$ cat src/rtl/dac_frame_pkg.sv
// Purpose: constants shared by the serial frame front end
// Assumes: 100 MHz system clock, pins sampled through three flip-flops
// Notes: Constant and type list below
package dac_frame_pkg;
  localparam int CLK_MHZ = 100;
  localparam int FRAME_LEN_PLAIN = 24;
  localparam int FRAME_LEN_CRC = 32;
  localparam int WORD_W = 32;
  localparam int CNT_W = 6;
  localparam logic [CNT_W-1:0] CNT_MAX = 6'h3f;
  localparam logic [CNT_W-1:0] LEN_PLAIN = 6'h18;
  localparam logic [CNT_W-1:0] LEN_CRC = 6'h20;
  localparam int PAD_PLAIN = FRAME_LEN_CRC - FRAME_LEN_PLAIN;
  // update latency limits from a strobe fall, ns
  localparam int UPD_NS_FAST = 600;
  localparam int UPD_NS_SLEW = 2000;
  localparam int UPD_CYC_FAST = UPD_NS_FAST * CLK_MHZ / 1000;
  localparam int UPD_CYC_SLEW = UPD_NS_SLEW * CLK_MHZ / 1000;
  localparam int SYNC_STAGES = 3;
  localparam logic [WORD_W-1:0] WORD_RST = 32'h0000_0000;
  typedef enum logic [1:0] {
    FR_IDLE = 2'b00,
    FR_SHIFT = 2'b01,
    FR_FULL = 2'b11
  } frame_e;
endpackage

$ cat src/rtl/pin_if.sv
// Purpose: synchronised pin levels and edges between front end modules
// Assumes: all members are in the clk domain
// Notes: edges are one-cycle pulses
`timescale 1ns/100ps
interface pin_if;
  logic sclk_rise;
  logic sclk_fall;
  logic sel_fall;
  logic sel_rise;
  logic sel_n;
  logic sdi;
  logic ld_fall;
  logic ld_n;
  modport src (output sclk_rise, sclk_fall, sel_fall, sel_rise, sel_n, sdi, ld_fall, ld_n);
  modport snk (input sclk_rise, sclk_fall, sel_fall, sel_rise, sel_n, sdi, ld_fall, ld_n);
endinterface

$ cat src/rtl/pin_sync.sv
// Purpose: bring the four serial pins into the clk domain
// Assumes: pins change slower than a few clk periods
// Notes: edges look only at stages two and three
`timescale 1ns/100ps
module pin_sync (
  input wire logic clk,
  input wire logic reset_n,
  input wire logic sclk,
  input wire logic sync_n,
  input wire logic sdi,
  input wire logic load_strobe_n,
  pin_if.src p
);
  localparam int N = 4;
  logic [N-1:0] raw;
  logic [N-1:0] s2;
  logic [N-1:0] s3;

  assign raw = {load_strobe_n, sdi, sync_n, sclk};

  genvar i;
  generate
    for (i = 0; i < N; i++) begin : g_bit
      logic [dac_frame_pkg::SYNC_STAGES-1:0] sh_r;
      logic [dac_frame_pkg::SYNC_STAGES-1:0] sh_nxt;
      always_comb begin
        sh_nxt = {sh_r[dac_frame_pkg::SYNC_STAGES-2:0], raw[i]};
      end
      // idle levels: clock low, select and strobe high
      always_ff @(posedge clk or negedge reset_n) begin
        if (!reset_n) begin
          sh_r <= (i == 0 || i == 2) ? 3'h0 : 3'h7;
        end else begin
          sh_r <= sh_nxt;
        end
      end
      assign s2[i] = sh_r[1];
      assign s3[i] = sh_r[2];
    end
  endgenerate

  assign p.sclk_rise = s2[0] & ~s3[0];
  assign p.sclk_fall = ~s2[0] & s3[0];
  assign p.sel_fall = ~s2[1] & s3[1];
  assign p.sel_rise = s2[1] & ~s3[1];
  assign p.sel_n = s2[1];
  assign p.sdi = s2[2];
  assign p.ld_fall = ~s2[3] & s3[3];
  assign p.ld_n = s2[3];
endmodule

$ cat src/rtl/dac_frame.sv
// Purpose: serial frame capture, readback shift and output update timing
// Assumes: host keeps all gap and strobe timing it is bound to
// Notes: sclk must stay under about a sixth of clk to be sampled
`timescale 1ns/100ps
module dac_frame (
  input wire logic clk,
  input wire logic reset_n,
  input wire logic sclk,
  input wire logic sync_n,
  input wire logic sdi,
  input wire logic load_strobe_n,
  output logic sdo,
  output logic sdo_oe,
  input wire logic crc_en,
  input wire logic [31:0] rd_word,
  output logic [31:0] frame_word,
  output logic frame_valid,
  input wire logic code_write,
  output logic [31:0] out_word,
  output logic out_update
);
  pin_if p ();

  pin_sync u_sync (
    .clk(clk),
    .reset_n(reset_n),
    .sclk(sclk),
    .sync_n(sync_n),
    .sdi(sdi),
    .load_strobe_n(load_strobe_n),
    .p(p)
  );

  // ---------------------------------------------------------------
  // frame capture
  // ---------------------------------------------------------------
  dac_frame_pkg::frame_e st_r;
  dac_frame_pkg::frame_e st_nxt;
  logic [dac_frame_pkg::CNT_W-1:0] cnt_r;
  logic [dac_frame_pkg::CNT_W-1:0] cnt_nxt;
  logic [31:0] in_sh_r;
  logic [31:0] in_sh_nxt;
  logic [31:0] out_sh_r;
  logic [31:0] out_sh_nxt;
  logic sdo_r;
  logic sdo_nxt;
  logic fw_valid_r;
  logic fw_valid_nxt;
  logic [31:0] fw_r;
  logic [31:0] fw_nxt;
  logic [dac_frame_pkg::CNT_W-1:0] len;

  assign len = crc_en ? dac_frame_pkg::LEN_CRC : dac_frame_pkg::LEN_PLAIN;

  always_comb begin
    st_nxt = st_r;
    cnt_nxt = cnt_r;
    in_sh_nxt = in_sh_r;
    out_sh_nxt = out_sh_r;
    sdo_nxt = sdo_r;
    fw_valid_nxt = 1'b0;
    fw_nxt = fw_r;
    case (st_r)
      dac_frame_pkg::FR_IDLE: begin
        if (p.sel_fall) begin
          st_nxt = dac_frame_pkg::FR_SHIFT;
          cnt_nxt = '0;
          in_sh_nxt = '0;
          // 24-bit words sit at the top so zeros follow them out
          out_sh_nxt = crc_en ? rd_word
                              : {rd_word[23:0], {dac_frame_pkg::PAD_PLAIN{1'b0}}};
          sdo_nxt = out_sh_nxt[31];
        end
      end
      dac_frame_pkg::FR_SHIFT, dac_frame_pkg::FR_FULL: begin
        if (p.sel_rise) begin
          st_nxt = dac_frame_pkg::FR_IDLE;
          // short frames drop here without a trace
          if (st_r == dac_frame_pkg::FR_FULL) begin
            fw_valid_nxt = 1'b1;
            fw_nxt = crc_en ? in_sh_r : {8'h00, in_sh_r[23:0]};
          end
        end else begin
          if (p.sclk_fall) begin
            if (cnt_r != dac_frame_pkg::CNT_MAX) begin
              cnt_nxt = cnt_r + 6'h01;
            end
            // bits past the frame length are not captured
            if (st_r == dac_frame_pkg::FR_SHIFT) begin
              in_sh_nxt = {in_sh_r[30:0], p.sdi};
            end
            if (cnt_nxt >= len) begin
              st_nxt = dac_frame_pkg::FR_FULL;
            end
          end
          // shift only after the host has captured the current bit
          if (p.sclk_rise && cnt_r != '0) begin
            out_sh_nxt = {out_sh_r[30:0], 1'b0};
            sdo_nxt = out_sh_r[30];
          end
        end
      end
      default: begin
        st_nxt = dac_frame_pkg::FR_IDLE;
      end
    endcase
  end

  always_ff @(posedge clk or negedge reset_n) begin
    if (!reset_n) begin
      st_r <= dac_frame_pkg::FR_IDLE;
      cnt_r <= '0;
      in_sh_r <= dac_frame_pkg::WORD_RST;
      out_sh_r <= dac_frame_pkg::WORD_RST;
      sdo_r <= 1'b0;
      fw_valid_r <= 1'b0;
      fw_r <= dac_frame_pkg::WORD_RST;
    end else begin
      st_r <= st_nxt;
      cnt_r <= cnt_nxt;
      in_sh_r <= in_sh_nxt;
      out_sh_r <= out_sh_nxt;
      sdo_r <= sdo_nxt;
      fw_valid_r <= fw_valid_nxt;
      fw_r <= fw_nxt;
    end
  end

  assign sdo = sdo_r;
  assign sdo_oe = ~p.sel_n;
  assign frame_word = fw_r;
  assign frame_valid = fw_valid_r;

  // ---------------------------------------------------------------
  // output update
  // ---------------------------------------------------------------
  logic pend_r;
  logic pend_nxt;
  logic [31:0] held_r;
  logic [31:0] held_nxt;
  logic [31:0] ow_r;
  logic [31:0] ow_nxt;
  logic upd_r;
  logic upd_nxt;

  always_comb begin
    pend_nxt = pend_r;
    held_nxt = held_r;
    ow_nxt = ow_r;
    upd_nxt = 1'b0;
    if (p.ld_fall && pend_r) begin
      ow_nxt = held_r;
      upd_nxt = 1'b1;
      pend_nxt = 1'b0;
    end
    if (fw_valid_r && code_write) begin
      if (!p.ld_n) begin
        ow_nxt = fw_r;
        upd_nxt = 1'b1;
        pend_nxt = 1'b0;
      end else begin
        held_nxt = fw_r;
        pend_nxt = 1'b1;
      end
    end
  end

  always_ff @(posedge clk or negedge reset_n) begin
    if (!reset_n) begin
      pend_r <= 1'b0;
      held_r <= dac_frame_pkg::WORD_RST;
      ow_r <= dac_frame_pkg::WORD_RST;
      upd_r <= 1'b0;
    end else begin
      pend_r <= pend_nxt;
      held_r <= held_nxt;
      ow_r <= ow_nxt;
      upd_r <= upd_nxt;
    end
  end

  assign out_word = ow_r;
  assign out_update = upd_r;

  // ---------------------------------------------------------------
  // checks
  // ---------------------------------------------------------------
  frame_len_a: assert property (@(posedge clk) disable iff (!reset_n)
    $rose(fw_valid_r) |-> $past(cnt_r) >= $past(len))
    else $error("frame accepted with too few clock edges");

  extra_zero_a: assert property (@(posedge clk) disable iff (!reset_n)
    (st_r != dac_frame_pkg::FR_IDLE && cnt_r > len) |-> sdo_r == 1'b0)
    else $error("serial output not zero after frame length");

  sdo_launch_a: assert property (@(posedge clk) disable iff (!reset_n)
    $changed(sdo_r) |-> $past(p.sclk_rise) || $past(p.sel_fall))
    else $error("serial output changed off a rising clock edge");

  short_drop_a: assert property (@(posedge clk) disable iff (!reset_n)
    (p.sel_rise && st_r == dac_frame_pkg::FR_SHIFT) |=> !fw_valid_r)
    else $error("short frame was not discarded");

  strobe_update_a: assert property (@(posedge clk) disable iff (!reset_n)
    (p.ld_fall && pend_r && !(fw_valid_r && code_write)) |=> upd_r && ow_r == $past(held_r))
    else $error("strobe fall did not update the output");

  direct_update_a: assert property (@(posedge clk) disable iff (!reset_n)
    (fw_valid_r && code_write && !p.ld_n) |=> upd_r && ow_r == $past(fw_r))
    else $error("code write with strobe low did not update");

  hold_pend_a: assert property (@(posedge clk) disable iff (!reset_n)
    (fw_valid_r && code_write && p.ld_n) |=> pend_r && !upd_r)
    else $error("code write with strobe high did not wait");
endmodule

$ cat config.mk
export PLATFORM = sky130hd
export DESIGN_NAME = dac_frame
export DESIGN_NICKNAME = d
export VERILOG_FILES = /design/src/rtl/dac_frame_pkg.sv /design/src/rtl/pin_if.sv /design/src/rtl/pin_sync.sv /design/src/rtl/dac_frame.sv
export SDC_FILE = /design/constraint.sdc
export NUM_CORES = 1
export LEC_CHECK = 0
export ABC_CLOCK_PERIOD_IN_PS = 2300
export CORE_MARGIN = 8
export CORE_UTILIZATION = 45
export DETAILED_ROUTE_END_ITERATION = 16
export DONT_BUFFER_PORTS = 1
export PLACE_DENSITY = 0.72
export SKIP_LAST_GASP = 1
export SLEW_MARGIN = 20
export SYNTH_ARGS = -nofsm -noshare
export SYNTH_HDL_FRONTEND = slang
export SYNTH_SLANG_ARGS = --single-unit
$ cat constraint.sdc
create_clock -name clk -period 2.3 [get_ports clk]
set_input_delay 0.575 -clock clk [delete_from_list [all_inputs] [get_ports clk]]
set_output_delay 0.575 -clock clk [all_outputs]
set_load 0.02 [all_outputs]
==> results.txt <==
status: complete, but fails checks
violated checks: negative hold slack
kind of critical path: reg -> reg
share of cells above drive strength 1: 14.4%
Seq/Total Area, Yosys: 57.6%
total gr overflow: 0
Final Hold Viols: 176
# clock sinks: 182
VDD IR max: 0.000509 V
Top FF cell, synth: dfrtp_1
CTS H-Tree Depth: 4
die area: 22,100 um^2
fraction of registers with async set/reset: 100%
Setup Skew: 0.00748 ns
vias per cell: 5.37
vias in the first global route: 5,213
Post-synth EDFFs: 0
worst hold path type: in -> async
commonest cells after routing, fill and taps aside: dfrtp_1, nand2_1, mux2i_1
initial cell density of the core: 45.9%
final wirelength: 16,200 um
TritonCTS clock tree: done
WP data required: 2.62 ns
Pwr Total: 7890 uW
CP max FO: 3
Synth cell types: 40
Final ANT Viol Nets: 0
DRT Pass-1 Iters: 5
cell count after synthesis: 692
WL per Instance: 17.6 um
Crit. End Element: flop
I/O Pins: 108
setup_tns: 0 ns
core box area: 17,200 um^2
RD Place Congestion: 0.743
YS warnings: 0
Post-Syn Area: 7920 um^2
clk buf depth: 2
Global Route Usage Sum: 15.3%
Pins Over Slew Limit: 0
Num CTS Buffers: 17
max_cap viols: 0
crit start category: flop
diode count: 0
# port buffers: 0
DRC: 0
first-pass GRT wire length: 27,000 um
post-DP HPWL: 10,600 um
Fmax: 0.443 GHz
min Tclk post-route: 2.26 ns
Synth Register Bits: 182
CTS root buf: clkbuf_16
Mean Syn Cell Area: 11.4 um^2
antenna violations before repair: 1
period utilisation layout: 98.2%
Layout area overhead: 11.6%
die height: 149 um
via count: 4,947
commonest non-fill, non-tap cell in the layout: dfrtp_1
DRT iter0 DRCs: 332
final hold slack: -0.157 ns
Skew-Pair Late Insertion Delay: 0.43 ns
Final setup viols: 0
Max transition margin: 58.5%
CP arrival: 2.58 ns
Slew @ Worst Pin: 0.620 ns
Clock transition at path regs: 0.07 ns
largest net degree at the start of global routing: 183
syn nets: 737
PD cells: 894 nW/um^2
Pleak: 0.00407 uW
die width: 149 um
Cell Rows: 48
Nets: 728
-- area by class of cell --
| cell class | instances | area [um^2] |
|---|---|---|
| fillers | 1461 | 8400 |
| flip-flops and latches | 182 | 4560 |
| multi-input cells | 432 | 3070 |
| clock buffers | 18 | 439 |
| well taps | 225 | 282 |
| clock inverters | 14 | 181 |
| repair buffers | 12 | 153 |
| inverters | 38 | 143 |
-- cell usage after synthesis, types with 7 or more instances --
master	count	area share, %
inv_1	37	1.8
mux2i_1	90	11
nor2_1	11	0.52
mux2_1	32	4.6
nand2_1	125	5.9
o21ai_0	69	4.4
buf_2	9	0.57
mux2_2	32	4.6
a21oi_1	8	0.51
o31ai_1	8	0.76
dfrtp_1	176	56
clkbuf_1	19	0.90
a22o_1	7	0.77
o21ai_1	14	0.89
-- cell families (layout without fill, tap and decap cells) --
group	after synthesis	in the layout	share of synthesized area, %
DFF	182	182	57.6
adders and majority gates	5	5	0.790
xor gates and xnor gates	2	2	0.221
AOI/OAI and AO/OA	113	113	8.06
and+or+nand+nor	158	158	8.55
buffers and inverters	78	82	4.27
muxes	154	154	20.5
-- layer usage --
metal,vias to the layer above,track usage (%),part of all wire (%)
li1,2349,-,-
met1,2441,18.3,42
met2,128,24.7,48
met3,27,5.62,7.7
met4,2,5.46,1.6
met5,-,0,0.080
-- path summary, 6_finish.rpt --
kind	start	end	slack, ns	depth (start not counted)
hold / removal	reset_n	out_update	-0.16	0
min in group clk	sync_n	u_sync.g_bit[1].sh_r[0]	0.14	0
hold reg to reg	u_sync.g_bit[2].sh_r[0]	u_sync.g_bit[2].sh_r[1]	0.36	0
setup reg to reg	cnt_r[1]	st_r[1]	0.04	8
max in group asynchronous	reset_n	u_sync.g_bit[1].sh_r[2]	2.21	0
setup / recovery	cnt_r[1]	st_r[1]	0.04	8
-- where the power goes --
group	internal (uW)	total [uW]	switching, uW	leakage [uW]
Sequential	3620	4020	403	0.00226
Clock	1680	3010	1330	0.000296
Combinational	451	858	407	0.00152
Total	5760	7890	2140	0.00407
-- worst max-delay path, stage by stage (launching register included) --
cell      delay (ns)
dfrtp_1         0.41
and3_4          0.22
and3_4          0.20
and2_4          0.14
a21oi_1         0.08
ha_1            0.32
nand4b_1        0.12
or4_4           0.44
a311oi_2        0.23
-- stage by stage --
step	cells	worst slack, ns	hold WS, ns	instance area, um^2	utilization [%]
floorplan	692	0.172	0.279	7920	-
global placement	885	0.163	0.289	8130	47.2
detailed placement	885	-0.0322	0.290	8130	47.2
CTS	918	0.0141	-0.175	8770	50.9
global route	921	-0.0119	-0.189	8830	51.2
finish	921	0.0404	-0.157	8830	51.2
-- flip-flops by register name (all words and copies together) (netlist names) --
signal / cells
st_r: 2
pend_r: 1
u_sync.g_bit.sh_r: 11
frame_word: 32
frame_valid: 1
out_sh_r: 31
out_word: 32
out_update: 1
in_sh_r: 32
cnt_r: 6
sdo: 1
held_r: 32
-- timing repair --
item	in CTS	in global routing
endpoints found under the setup margin	1	1
pin swaps	0	3
endpoints found under the hold margin	179	179
resized for setup	2	7
buffers inserted	1	2
Note: power is estimated with default switching activity, not from simulation.
